[config.mk]
export PLATFORM = sky130hd
export DESIGN_NAME = reset_config_word_loader
export DESIGN_NICKNAME = d
export VERILOG_FILES = /design/src/rtl/rcw_loader_pkg.sv /design/src/rtl/reset_config_word_loader.sv
export SDC_FILE = /design/constraint.sdc
export NUM_CORES = 1
export LEC_CHECK = 0
export BUFFER_PORTS_ARGS = -buffer_cell sky130_fd_sc_hd__buf_2
export CAP_MARGIN = 5
export CORE_AREA = 2 2 156 158
export CTS_CLUSTER_SIZE = 30
export DETAILED_ROUTE_END_ITERATION = 6
export DIE_AREA = 0 0 158 160
export PLACE_DENSITY = 0.93
export SETUP_SLACK_MARGIN = 0.02
export SYNTH_ARGS = -nofsm -noshare
export SYNTH_HDL_FRONTEND = slang
export SYNTH_SLANG_ARGS = --single-unit
[constraint.sdc]
create_clock -name aclk -period 5 [get_ports aclk]
set_clock_uncertainty 0.2 [all_clocks]
set_input_delay 0.5 -clock aclk [delete_from_list [all_inputs] [get_ports aclk]]
set_output_delay 0.5 -clock aclk [all_outputs]
set_load 0.02 [all_outputs]
[src/rtl/rcw_loader_pkg.sv]
// constants and types shared by the reset configuration word loader
`default_nettype none
package rcw_loader_pkg;
  // register byte offsets
  localparam logic [7:0] OFS_CONFIG_WORD_LO = 8'h00;
  localparam logic [7:0] OFS_CONFIG_WORD_HI = 8'h04;
  localparam logic [7:0] OFS_RESET_STATUS = 8'h08;
  localparam logic [7:0] OFS_PLL_MODE = 8'h0C;
  localparam logic [7:0] OFS_RESET_CONTROL = 8'h10;
  // axi responses
  localparam logic [1:0] RESP_OKAY = 2'h0;
  localparam logic [1:0] RESP_DECERR = 2'h3;
  // reset source strap codes
  localparam logic [2:0] SRC_LOCAL_BUS = 3'h0;
  localparam logic [2:0] SRC_RESERVED = 3'h1;
  localparam logic [2:0] SRC_I2C = 3'h2;
  localparam logic [2:0] SRC_FIXED_FIRST = 3'h3;
  // high word field positions
  localparam int HI_HOST_BIT = 31;
  localparam int HI_BOOT_SEQ_BIT = 30;
  localparam int HI_MULT_LSB = 24;
  localparam int MULT_W = 4;
  // reset status bit positions
  localparam int RS_FAIL_BIT = 0;
  localparam int RS_SRC_LSB = 1;
  localparam int RS_DIV_BIT = 4;
  localparam int RS_LATCHED_BIT = 5;
  localparam int RS_CORE_RUN_BIT = 6;
  // pll mode bit positions
  localparam int PM_BUS_HALF_BIT = 4;
  localparam int PM_CORE_DOUBLE_BIT = 5;
  localparam int PM_HOST_BIT = 6;
  // reset control bit positions
  localparam int RC_SOFT_BIT = 0;
  localparam int RC_HARD_BIT = 1;
  // flash fetch: eight bytes, stride of eight locations from address zero
  localparam int RCW_BYTES = 8;
  localparam logic [5:0] FLASH_BASE = 6'h00;
  localparam logic [5:0] FLASH_STRIDE = 6'h08;
  // i2c eeprom access
  localparam logic [6:0] EEPROM_DEV_ADDR = 7'h50;
  localparam logic [15:0] EEPROM_RCW_BASE = 16'h0000;
  localparam logic [15:0] EEPROM_BOOT_BASE = 16'h0008;
  localparam logic [23:0] BOOT_PREAMBLE = 24'hAA55AA;
  localparam logic [15:0] BOOT_END_ADDR = 16'hFFFF;
  localparam int BOOT_PRE_BYTES = 3;
  localparam int BOOT_REC_BYTES = 6;
  // built-in configuration word sets 0..4, {low, high}, values arbitrary
  localparam logic [4:0][63:0] FIXED_RCW_SETS = {
    64'h0000_0004_8400_0000,
    64'h0000_0003_8300_0000,
    64'h0000_0002_0400_0000,
    64'h0000_0001_8200_0000,
    64'h0000_0000_8400_0000
  };

  typedef enum logic [3:0] {
    ST_DISPATCH,
    ST_FLASH,
    ST_I2C,
    ST_FIXED,
    ST_LATCH,
    ST_FAIL,
    ST_WAIT_HARD,
    ST_BOOT_PRE,
    ST_BOOT_REC,
    ST_RUN
  } load_state_t;
endpackage
`default_nettype wire

[src/rtl/reset_config_word_loader.sv]
// reset configuration word loader with axi4-lite status registers
// Functional notes
// strap 000 loads words from local bus
// board never presents reserved strap 001
// strap 010 loads word from i2c eeprom
// straps 011 to 111 pick fixed sets
// load mode from straps captured at power-on
// divide strap captured during power-on reset
// divide strap high: full-rate bus clocks
// divide strap low: halved bus, doubled core; code halves bus only in host mode, doubles core only outside it
// load runs on power-on and hard reset
// flash image starts at address zero
// eight bytes read at eight-location stride
// b0-b3 low word, top lane used
// eeprom uses two-byte memory addressing
// eeprom called at fixed slave address
// i2c held reset after latch until hard release
// high word bit enables boot sequencer
// i2c load failure sets fail flag
// preamble or crc errors stay silent
// hard and soft reset are open drain
// configuration and status registers read-only
// strap pins shared with general purpose lines
// blank flash gets no fallback words
// shared pins are inputs during power-on reset
// straps sampled only on running clock
// outputs inactive until both words latched
//
// Implementation choices: the AXI4-Lite interface to the registers and the register addresses.
`default_nettype none
module reset_config_word_loader
  import rcw_loader_pkg::*;
(
  input wire logic aclk,
  input wire logic aresetn,
  input wire logic [7:0] s_axi_awaddr,
  input wire logic s_axi_awvalid,
  output logic s_axi_awready,
  input wire logic [31:0] s_axi_wdata,
  input wire logic [3:0] s_axi_wstrb,
  input wire logic s_axi_wvalid,
  output logic s_axi_wready,
  output logic [1:0] s_axi_bresp,
  output logic s_axi_bvalid,
  input wire logic s_axi_bready,
  input wire logic [7:0] s_axi_araddr,
  input wire logic s_axi_arvalid,
  output logic s_axi_arready,
  output logic [31:0] s_axi_rdata,
  output logic [1:0] s_axi_rresp,
  output logic s_axi_rvalid,
  input wire logic s_axi_rready,
  input wire logic power_on_reset_n,
  input wire logic hard_reset_n_in,
  output logic hard_reset_n_out,
  output logic hard_reset_n_oe,
  input wire logic soft_reset_n_in,
  output logic soft_reset_n_out,
  output logic soft_reset_n_oe,
  input wire logic [2:0] local_bus_general_purpose_line_in,
  output logic [2:0] local_bus_general_purpose_line_out,
  output logic [2:0] local_bus_general_purpose_line_oe,
  input wire logic [2:0] lbc_general_purpose_line,
  input wire logic input_divide_strap,
  output logic flash_rd_req,
  output logic [5:0] flash_rd_addr,
  input wire logic flash_rd_ack,
  input wire logic [15:0] flash_rd_data,
  output logic i2c_rd_req,
  output logic [6:0] i2c_dev_addr,
  output logic [15:0] i2c_mem_addr,
  input wire logic i2c_rd_ack,
  input wire logic i2c_rd_err,
  input wire logic [7:0] i2c_rd_data,
  output logic i2c_hold_reset,
  output logic cfg_wr_valid,
  output logic [15:0] cfg_wr_addr,
  output logic [31:0] cfg_wr_data,
  output logic core_release,
  output logic config_valid,
  output logic [31:0] config_word_lo,
  output logic [31:0] config_word_hi,
  output logic [MULT_W-1:0] system_pll_multiplier,
  output logic bus_clk_half,
  output logic core_clk_double
);

  typedef struct packed {
    load_state_t st;
    logic [2:0] src;
    logic div;
    logic [3:0] idx;
    logic [63:0] shreg;
    logic [31:0] lo;
    logic [31:0] hi;
    logic latched;
    logic fail;
    logic hard_drive;
    logic flash_req;
    logic i2c_req;
    logic [15:0] addr;
    logic [47:0] rec;
    logic wr_valid;
    logic [15:0] wr_addr;
    logic [31:0] wr_data;
    logic [1:0] ctrl;
    logic aw_got;
    logic [7:0] aw_addr;
    logic w_got;
    logic [31:0] w_data;
    logic bvalid;
    logic [1:0] bresp;
    logic rvalid;
    logic [31:0] rdata;
    logic [1:0] rresp;
  } state_t;

  state_t q;
  state_t d;

  logic host_mode;
  logic aw_take;
  logic w_take;
  logic ar_take;
  logic [7:0] wr_addr_eff;
  logic [31:0] wr_data_eff;
  logic [31:0] status_word;
  logic [31:0] pll_word;

  assign host_mode = q.hi[HI_HOST_BIT];
  assign aw_take = s_axi_awvalid && s_axi_awready;
  assign w_take = s_axi_wvalid && s_axi_wready;
  assign ar_take = s_axi_arvalid && s_axi_arready;
  assign wr_addr_eff = q.aw_got ? q.aw_addr : s_axi_awaddr;
  assign wr_data_eff = q.w_got ? q.w_data : s_axi_wdata;

  always_comb
  begin
    status_word = 32'h0000_0000;
    status_word[RS_FAIL_BIT] = q.fail;
    status_word[RS_SRC_LSB +: 3] = q.src;
    status_word[RS_DIV_BIT] = q.div;
    status_word[RS_LATCHED_BIT] = q.latched;
    status_word[RS_CORE_RUN_BIT] = (q.st == ST_RUN);
    pll_word = 32'h0000_0000;
    pll_word[MULT_W-1:0] = system_pll_multiplier;
    pll_word[PM_BUS_HALF_BIT] = bus_clk_half;
    pll_word[PM_CORE_DOUBLE_BIT] = core_clk_double;
    pll_word[PM_HOST_BIT] = q.latched && host_mode;
  end

  always_comb
  begin
    d = q;
    d.wr_valid = 1'b0;
    // loader sequence
    if (!power_on_reset_n)
    begin
      // straps follow the pins every clock while power-on reset is low
      d.src = local_bus_general_purpose_line_in;
      d.div = input_divide_strap;
      d.st = ST_DISPATCH;
      d.latched = 1'b0;
      d.fail = 1'b0;
      d.hard_drive = 1'b1;
      d.flash_req = 1'b0;
      d.i2c_req = 1'b0;
      d.idx = 4'h0;
      d.ctrl = 2'h0;
    end
    else
    begin
      case (q.st)
        ST_DISPATCH:
        begin
          d.idx = 4'h0;
          d.hard_drive = 1'b1;
          if (q.src == SRC_LOCAL_BUS || q.src == SRC_RESERVED)
          begin
            d.st = ST_FLASH;
            d.flash_req = 1'b1;
            d.addr = {10'h000, FLASH_BASE};
          end
          else if (q.src == SRC_I2C)
          begin
            d.st = ST_I2C;
            d.i2c_req = 1'b1;
            d.addr = EEPROM_RCW_BASE;
          end
          else
          begin
            d.st = ST_FIXED;
          end
        end
        ST_FLASH:
        begin
          if (flash_rd_ack)
          begin
            // byte taken from the most significant lane, b0 first
            d.shreg = {q.shreg[55:0], flash_rd_data[15:8]};
            d.addr = q.addr + {10'h000, FLASH_STRIDE};
            d.idx = q.idx + 4'h1;
            if (q.idx == 4'(RCW_BYTES - 1))
            begin
              d.flash_req = 1'b0;
              d.st = ST_LATCH;
            end
          end
        end
        ST_I2C:
        begin
          if (i2c_rd_err)
          begin
            d.i2c_req = 1'b0;
            d.fail = 1'b1;
            d.st = ST_FAIL;
          end
          else if (i2c_rd_ack)
          begin
            d.shreg = {q.shreg[55:0], i2c_rd_data};
            d.addr = q.addr + 16'h0001;
            d.idx = q.idx + 4'h1;
            if (q.idx == 4'(RCW_BYTES - 1))
            begin
              d.i2c_req = 1'b0;
              d.st = ST_LATCH;
            end
          end
        end
        ST_FIXED:
        begin
          d.shreg = FIXED_RCW_SETS[q.src - SRC_FIXED_FIRST];
          d.st = ST_LATCH;
        end
        ST_LATCH:
        begin
          d.lo = q.shreg[63:32];
          d.hi = q.shreg[31:0];
          d.latched = 1'b1;
          d.hard_drive = 1'b0;
          d.st = ST_WAIT_HARD;
        end
        ST_FAIL:
        begin
          // no words: device stays in hard reset until power-on reset
          d.hard_drive = 1'b1;
        end
        ST_WAIT_HARD:
        begin
          if (hard_reset_n_in)
          begin
            if (q.hi[HI_BOOT_SEQ_BIT])
            begin
              d.st = ST_BOOT_PRE;
              d.idx = 4'h0;
              d.addr = EEPROM_BOOT_BASE;
              d.i2c_req = 1'b1;
            end
            else
            begin
              d.st = ST_RUN;
            end
          end
        end
        ST_BOOT_PRE, ST_BOOT_REC:
        begin
          if (i2c_rd_err)
          begin
            d.i2c_req = 1'b0;
            d.st = ST_RUN;
          end
          else if (i2c_rd_ack)
          begin
            d.rec = {q.rec[39:0], i2c_rd_data};
            d.addr = q.addr + 16'h0001;
            d.idx = q.idx + 4'h1;
            if (q.st == ST_BOOT_PRE && q.idx == 4'(BOOT_PRE_BYTES - 1))
            begin
              d.idx = 4'h0;
              if ({q.rec[15:0], i2c_rd_data} == BOOT_PREAMBLE)
              begin
                d.st = ST_BOOT_REC;
              end
              else
              begin
                d.i2c_req = 1'b0;
                d.st = ST_RUN;
              end
            end
            else if (q.st == ST_BOOT_REC && q.idx == 4'(BOOT_REC_BYTES - 1))
            begin
              d.idx = 4'h0;
              if (q.rec[39:24] == BOOT_END_ADDR)
              begin
                d.i2c_req = 1'b0;
                d.st = ST_RUN;
              end
              else
              begin
                d.wr_valid = 1'b1;
                d.wr_addr = q.rec[39:24];
                d.wr_data = {q.rec[23:0], i2c_rd_data};
              end
            end
          end
        end
        ST_RUN:
        begin
          if (!hard_reset_n_in)
          begin
            // an outside hard reset reloads the words
            d.st = ST_DISPATCH;
            d.latched = 1'b0;
            d.hard_drive = 1'b1;
            d.ctrl[RC_HARD_BIT] = 1'b0;
          end
        end
        default:
        begin
          d.st = ST_DISPATCH;
        end
      endcase
    end
    // axi4-lite write channel
    if (aw_take)
    begin
      d.aw_got = 1'b1;
      d.aw_addr = s_axi_awaddr;
    end
    if (w_take)
    begin
      d.w_got = 1'b1;
      d.w_data = s_axi_wdata;
    end
    if ((q.aw_got || aw_take) && (q.w_got || w_take) && !q.bvalid)
    begin
      d.aw_got = 1'b0;
      d.w_got = 1'b0;
      d.bvalid = 1'b1;
      d.bresp = RESP_OKAY;
      if (wr_addr_eff == OFS_RESET_CONTROL)
      begin
        if (s_axi_wstrb[0] || q.w_got)
        begin
          d.ctrl = wr_data_eff[1:0];
        end
      end
      else if (wr_addr_eff == OFS_CONFIG_WORD_LO || wr_addr_eff == OFS_CONFIG_WORD_HI ||
               wr_addr_eff == OFS_RESET_STATUS || wr_addr_eff == OFS_PLL_MODE)
      begin
        d.bresp = RESP_OKAY;
      end
      else
      begin
        d.bresp = RESP_DECERR;
      end
    end
    if (q.bvalid && s_axi_bready)
    begin
      d.bvalid = 1'b0;
    end
    // axi4-lite read channel
    if (ar_take)
    begin
      d.rvalid = 1'b1;
      d.rresp = RESP_OKAY;
      if (s_axi_araddr == OFS_CONFIG_WORD_LO)
      begin
        d.rdata = q.lo;
      end
      else if (s_axi_araddr == OFS_CONFIG_WORD_HI)
      begin
        d.rdata = q.hi;
      end
      else if (s_axi_araddr == OFS_RESET_STATUS)
      begin
        d.rdata = status_word;
      end
      else if (s_axi_araddr == OFS_PLL_MODE)
      begin
        d.rdata = pll_word;
      end
      else if (s_axi_araddr == OFS_RESET_CONTROL)
      begin
        d.rdata = {30'h0, q.ctrl};
      end
      else
      begin
        d.rdata = 32'h0000_0000;
        d.rresp = RESP_DECERR;
      end
    end
    else if (q.rvalid && s_axi_rready)
    begin
      d.rvalid = 1'b0;
    end
  end

  always_ff @(posedge aclk)
  begin
    if (!aresetn)
    begin
      q <= '0;
      q.st <= ST_DISPATCH;
      q.hard_drive <= 1'b1;
    end
    else
    begin
      q <= d;
    end
  end

  // bus handshakes
  assign s_axi_awready = !q.aw_got && !q.bvalid;
  assign s_axi_wready = !q.w_got && !q.bvalid;
  assign s_axi_bvalid = q.bvalid;
  assign s_axi_bresp = q.bresp;
  assign s_axi_arready = !q.rvalid;
  assign s_axi_rvalid = q.rvalid;
  assign s_axi_rdata = q.rdata;
  assign s_axi_rresp = q.rresp;

  // open-drain reset lines: only ever pulled low
  assign hard_reset_n_out = 1'b0;
  assign hard_reset_n_oe = !(q.hard_drive || q.ctrl[RC_HARD_BIT]);
  assign soft_reset_n_out = 1'b0;
  assign soft_reset_n_oe = !q.ctrl[RC_SOFT_BIT];

  // shared strap pins float while power-on reset is low
  assign local_bus_general_purpose_line_out = lbc_general_purpose_line;
  assign local_bus_general_purpose_line_oe = {3{!power_on_reset_n}};

  // fetch ports
  assign flash_rd_req = q.flash_req;
  assign flash_rd_addr = q.addr[5:0];
  assign i2c_rd_req = q.i2c_req;
  assign i2c_dev_addr = EEPROM_DEV_ADDR;
  assign i2c_mem_addr = q.addr;
  assign i2c_hold_reset = (q.st == ST_WAIT_HARD);
  assign cfg_wr_valid = q.wr_valid;
  assign cfg_wr_addr = q.wr_addr;
  assign cfg_wr_data = q.wr_data;

  // configuration outputs, inactive until both words are latched
  assign core_release = (q.st == ST_RUN) && soft_reset_n_in;
  assign config_valid = q.latched;
  assign config_word_lo = q.latched ? q.lo : 32'h0000_0000;
  assign config_word_hi = q.latched ? q.hi : 32'h0000_0000;
  assign system_pll_multiplier = q.latched ? q.hi[HI_MULT_LSB +: MULT_W] : '0;
  assign bus_clk_half = q.latched && host_mode && !q.div;
  assign core_clk_double = q.latched && !host_mode && !q.div;

endmodule
`default_nettype wire

==> impl_metrics.ini, run 1 <==
[cells_and_area]
fillers = 1892
mostFrequentLayoutCell = sky130_fd_sc_hd__nand2_1
area_delta_synth_final_pct = 11.5
seq_area_um2 = 6010
layout.nets = 1867
final_cell_mix = sky130_fd_sc_hd__nand2_1 (305), sky130_fd_sc_hd__dfxtp_1 (300), sky130_fd_sc_hd__buf_2 (243)
total_area_of_multi_input_combinational_cells_um2 = 6210
layout-drive-gt1-share_pct = 18.6

[sta]
setup-tns-final_ns = 0
achievable-frequency_mhz = 289
grt_setup_unrepaired = false
worst_slew_pin_slew_ns = 1.22
finalHoldViolCount = 0
layout_min_cycle_time_ns = 3.46
timing.hold.ws_ns = 0.00156
final.period_utilization_pct = 69.1
setup_viol_count_final = 0
worst_slew_margin_rel_pct = 18.6
timing_max_transition_violations_final = 0

[detailed_routing]
wl_mm = 39.0
detailroute.via_count = 12700
remaining_drc_errors = 0
initialDrtViolationCount = 1604
final_antenna_net_count = 0
detailedRoute.firstPassIterationCount = 7
drt-wirelength-per-cell_um = 18.5
avgViaCountPerCell = 6.00

[floorplan]
start_util_pct = 57.4
die_width_um = 158
fp-row-count = 57
design.core.area_um2 = 23800
floorplan.die_area_um2 = 25300
fp.dieH_um = 160
io_pins = 300

[power_and_ir_drop]
netSwitchingFraction_pct = 25.2
power_per_cell_area_nw_per_um2 = 346
p_leak_uw = 0.00590
power.clock.fraction_pct = 45.1
power.net_switching_uw = 1330
p_int_uw = 3950
combPwrFrac_pct = 7.9
ir_drop_mv = 0.275
seq_power_share_pct = 47.0

[grt]
vias_in_the_first_global_route = 11700
grt_pass1_wl_mm = 60.3
antenna_found_initial = 2
grt_overflow_total = 0
globalRouteTotalUtil_pct = 29.3
grt_start_max_net_pins = 135

[run]
cap_violations = 0

[setup_path]
r2r_start = q[338]
end_kind = flip-flop
critPathArrivalTime_ns = 3.71
worstPathRequired_ns = 5.26
reg2reg_depth = 6
worst_path_maximum_fanout = 23
startpoint_type = flip-flop
regToRegSetupSlack_ns = 1.54
category_of_the_most_critical_setup_path = reg -> reg
worstReg2RegEnd = i2c_mem_addr[8]

[logic_synthesis]
post_synth_fa_ha_maj_area_fraction_pct = 0.915
syn-cell-area_um2 = 13700
muxShareOfSynthArea_pct = 5.10
largest_family_of_logic_cells_by_synthesized_area = simple AND/OR/NAND/NOR gates
synth-async-reset-ratio_pct = 0
synth_simple_gate_area_share_pct = 23.6
post-synth-top-area-cell = sky130_fd_sc_hd__dfxtp_1
synth_seq_area_share_pct = 43.9
synth_xor_xnor_area_share_pct = 0.128
top_post_synthesis_cells_by_area = sky130_fd_sc_hd__dfxtp_1 (44%), sky130_fd_sc_hd__nand2_1 (8.4%), sky130_fd_sc_hd__buf_4 (7.0%), sky130_fd_sc_hd__a21oi_1 (6.9%), sky130_fd_sc_hd__mux2i_1 (4.6%)
postSynthAreaPerCell_um2 = 8.08
postSynthCellCount = 1693
synth_compound_gate_area_share_pct = 15.2
yosys_most_used_dff = sky130_fd_sc_hd__dfxtp_1
yosysTopAreaCellShare_pct = 43.9
synth-edff-count = 0
ys_types = 70
synthesis.yosys.warnings = 0
synth_seq_cells = 300

[min_path]
min_delay_path_depth = 3
min_from = s_axi_wdata[1]
whs_endpoint = q[39]
hp-class = in -> reg

[clock_network]
tritoncts_num_sinks = 300
cts-buffers-inserted = 30
cts-root-to-sink-buffers = 3
clock_tree_from_tritoncts = done
cts_max_level = 1
cts-resized-gates = 0
clk_pin_slew_ns = 0.06
post-cts-setup-buffers = 0
latest_clock_arrival_within_the_worst_skew_pair_ns = 0.57
post_cts_hold_buffer_count = 16
cts.root.buffer_cell = sky130_fd_sc_hd__clkbuf_16

[placement]
routabilityCongestion = 0.910
dp.final_hpwl_mm = 24.9
port_buffers = 243

[run_status]
status = finished, final reports clean
==> worst max-delay path, stage by stage (launching register included) <==
cell and delay [ns]:
sky130_fd_sc_hd__dfxtp_1 0.82, sky130_fd_sc_hd__inv_1 0.32, sky130_fd_sc_hd__o32ai_1 0.42, sky130_fd_sc_hd__o21ai_1 0.14
sky130_fd_sc_hd__nor2_1 0.83, sky130_fd_sc_hd__nand3_1 0.21, sky130_fd_sc_hd__a221oi_1 0.40
==> metal layers <==
layer	share of wire [%]	track usage, %	vias to the layer above
li1	-	-	5811
met1	39	37.9	5968
met2	47	47.9	759
met3	9.5	4.72	125
met4	4.6	13.8	0
met5	0	0	-
==> sequential cells by signal (all words and copies together) (netlist names) <==
name and cells:
flash_rd_req 1, cfg_wr_addr 16, cfg_wr_valid 1, s_axi_bresp 1, i2c_mem_addr 16, cfg_wr_data 32, s_axi_rvalid 1, config_valid 1
s_axi_rresp 1, q 195, s_axi_bvalid 1, s_axi_rdata 32, host_mode 1, i2c_rd_req 1
==> logic make-up after synthesis <==
logic type / count (synthesis)
xor gates and xnor gates: 2
other: 2
AOI/OAI and AO/OA: 349
adders and majority gates: 10
and+or+nand+nor: 701
buffers and inverters: 262
muxes: 67
DFF: 300
==> power groups by stage <==
| stage | Combinational, uW | Clock, uW | Sequential, uW |
|---|---|---|---|
| detailed placement | 390 | 0 | 2530 |
| global placement | 380 | 0 | 2530 |
| floorplan | 323 | 0 | 2510 |
| CTS | 405 | 2380 | 2480 |
| finish | 416 | 2380 | 2480 |
| global route | 451 | 2490 | 2490 |
==> worst max-delay path by stage <==
stage	cells past startpoint	startpoint	to
4_1_cts	6	q[338]	i2c_mem_addr[8]
2_1_floorplan	9	s_axi_araddr[7]	s_axi_rdata[23]
3_5_place_dp	7	s_axi_araddr[7]	s_axi_rdata[11]
5_1_grt	6	q[338]	i2c_mem_addr[8]
3_3_place_gp	7	s_axi_araddr[7]	s_axi_rdata[12]
6_report	6	q[338]	i2c_mem_addr[8]
==> cell type report <==
class,count,area share [%]
clock buffers,37,5.42
inverters,19,0.500
diodes,2,0.0328
well taps,324,2.66
multi-input cells,1138,40.8
flip-flops and latches,300,39.4
clock inverters,19,1.50
repair buffers,272,9.75
==> per-stage QoR <==
stage	utilization (%)	setup slack [ns]	area, um^2	instances	power [uW]
detailed placement	58.9	1.57	14000	2037	2920
floorplan	-	2.45	13700	1700	2840
global route	64.0	1.33	15200	2111	5430
global placement	58.9	1.61	14000	2037	2910
finish	64.0	1.54	15200	2111	5280
CTS	64.0	1.66	15200	2109	5270
==> synth_stat cells (all sizes together) (2+ instances only) <==
master and instances:
nand2 305, dfxtp 300, a21oi 188, nor2 151
buf 145, clkbuf 98, nand3 71, and2 68
mux2i 63, o21ai 60, a221oi 39, nor3 29
inv 19, ha 10, nand4 10, a211oi 9
nor2b 9, o211ai 9, a31oi 8, a311oi 7
nand2b 7, a22oi 6, and3 6, nor4b 6
o22ai 6, or3 6, nand3b 5, nor4 4
or2 4, or4 4, or4b 4, a41oi 3
nor3b 3, nor4bb 3, and4b 2, conb 2
mux2 2, mux4 2, o2111ai 2, o221a 2
o31ai 2
Note: power is estimated with default switching activity, not from simulation.
==> inputs of run 2 (changes only) <==
--- a/config.mk
+++ b/config.mk
@@ -7,11 +7,11 @@
 export LEC_CHECK = 0
 export BUFFER_PORTS_ARGS = -buffer_cell sky130_fd_sc_hd__buf_2
 export CAP_MARGIN = 5
-export CORE_AREA = 2 2 156 158
+export CORE_AREA = 2 2 161 163
 export CTS_CLUSTER_SIZE = 30
 export DETAILED_ROUTE_END_ITERATION = 6
-export DIE_AREA = 0 0 158 160
-export PLACE_DENSITY = 0.93
+export DIE_AREA = 0 0 163 165
+export PLACE_DENSITY = 0.88
 export SETUP_SLACK_MARGIN = 0.02
 export SYNTH_ARGS = -nofsm -noshare
 export SYNTH_HDL_FRONTEND = slang
==> constraint.sdc (replaced) <==
create_clock -name aclk -period 3.3 [get_ports aclk]
set_clock_uncertainty 0.2 [all_clocks]
set_input_delay 0.33 -clock aclk [delete_from_list [all_inputs] [get_ports aclk]]
set_output_delay 0.33 -clock aclk [all_outputs]
set_load 0.02 [all_outputs]
==> impl_metrics.ini, run 2 (synthesized netlist as in run 1, its figures left out) <==
[sta]
worst_slew_pin_slew_ns = 0.953
worst_slew_margin_rel_pct = 36.3
finalHoldViolCount = 0
timing_max_transition_violations_final = 0
achievable-frequency_mhz = 357
final.period_utilization_pct = 84.9
grt_setup_unrepaired = false
timing.hold.ws_ns = 0.0128
setup-tns-final_ns = 0
layout_min_cycle_time_ns = 2.80
setup_viol_count_final = 0

[grt]
globalRouteTotalUtil_pct = 27.3
grt_overflow_total = 0
vias_in_the_first_global_route = 11800
grt_start_max_net_pins = 96
grt_pass1_wl_mm = 59.7
antenna_found_initial = 2

[run_status]
status = finished, final reports clean

[setup_path]
end_kind = flip-flop
category_of_the_most_critical_setup_path = reg -> reg
worstPathRequired_ns = 3.52
regToRegSetupSlack_ns = 0.50
startpoint_type = flip-flop
critPathArrivalTime_ns = 3.02
worst_path_maximum_fanout = 39

[detailed_routing]
detailroute.via_count = 12500
initialDrtViolationCount = 1292
detailedRoute.firstPassIterationCount = 6
remaining_drc_errors = 0
wl_mm = 38.0
drt-wirelength-per-cell_um = 17.6
final_antenna_net_count = 0
avgViaCountPerCell = 5.81

[floorplan]
fp-row-count = 58
die_width_um = 163
io_pins = 300
floorplan.die_area_um2 = 26900
design.core.area_um2 = 25000
start_util_pct = 54.6
fp.dieH_um = 165

[cells_and_area]
top_register = q
seq_area_um2 = 6010
mostFrequentLayoutCell = sky130_fd_sc_hd__nand2_1
finish.instance_area_um2 = 15700
area_delta_synth_final_pct = 15.1
total_area_of_multi_input_combinational_cells_um2 = 6210
utilization_pct = 62.9
layout.nets = 1908
layout-drive-gt1-share_pct = 19.2
final_cell_mix = sky130_fd_sc_hd__nand2_1 (305), sky130_fd_sc_hd__dfxtp_1 (300), sky130_fd_sc_hd__buf_2 (243)
largest_reg_flops = 195
fillers = 1971

[clock_network]
clk_pin_slew_ns = 0.07
cts_max_level = 1
cts-resized-gates = 0
latest_clock_arrival_within_the_worst_skew_pair_ns = 0.56
clock_tree_from_tritoncts = done
cts.root.buffer_cell = sky130_fd_sc_hd__clkbuf_16
post_cts_hold_buffer_count = 36
cts-root-to-sink-buffers = 3
post-cts-setup-buffers = 0
tritoncts_num_sinks = 300
cts-buffers-inserted = 31

[min_path]
hp-class = in -> reg

[run]
cap_violations = 0

[placement]
dp.final_hpwl_mm = 25.5
placed_cell_area_um2 = 14200
port_buffers = 243
routabilityCongestion = 0.896

[power_and_ir_drop]
power_per_cell_area_nw_per_um2 = 524
p_leak_uw = 0.00614
ir_drop_mv = 0.421
## run 2: cell count changes in the layout (fill, tap and decap cells not counted), sizes merged
cell | previous run | this run
dlygate4sd3 | 16 | 36
clkinvlp | 5 | 3
bufinv | 4 | 6
clkbuf | 37 | 43
clkinv | 9 | 3
inv | 20 | 21
buf | 256 | 276
## run 2: final timing paths
| path | start | endpoint | depth (start not counted) |
|---|---|---|---|
| worst min register to register | q[325] | q[261] | 2 |
| worst min-delay path | s_axi_araddr[5] | s_axi_rresp[0] | 4 |
| worst max register to register | q[337] | cfg_wr_data[5] | 6 |
| worst max-delay path | q[337] | cfg_wr_data[5] | 6 |
## run 2: through the flow
step / cells / total power, uW / worst slack, ns
floorplan: 1700 / 4300 / 0.841
global placement: 2063 / 4440 / 0.609
detailed placement: 2063 / 4450 / 0.595
CTS: 2156 / 8240 / 0.548
global route: 2158 / 8480 / 0.257
finish: 2158 / 8240 / 0.497
## run 2: worst max-delay path, stage by stage, from the launching register on
cell and delay [ns]:
sky130_fd_sc_hd__dfxtp_1 0.49, sky130_fd_sc_hd__or4b_4 0.66, sky130_fd_sc_hd__or4_4 0.54, sky130_fd_sc_hd__nor2_4 0.13
sky130_fd_sc_hd__buf_12 0.27, sky130_fd_sc_hd__mux2i_1 0.26, sky130_fd_sc_hd__nor2_1 0.07
## run 2: power by group
part / internal, uW / switching [uW]
logic: 230 / 442
clock network: 2350 / 1460
registers: 3690 / 68.6
## run 2: cell type report
cell class                      instances  share of cell area (%)
Multi-Input combinational cell       1138                    39.5
Sequential cell                       300                    38.1
Timing Repair Buffer                  312                    12.1
Clock buffer                           43                    5.66
Tap cell                              330                    2.62
Clock inverter                         14                    1.51
Inverter                               19                   0.485
Antenna cell                            2                  0.0318
## run 2: metal layers
layer / routed length (um) / global-route usage, %
met4: 1280 / 10.3
met5: 0 / 0
met3: 3390 / 5.47
met1: 15200 / 34.4
met2: 18100 / 46.2
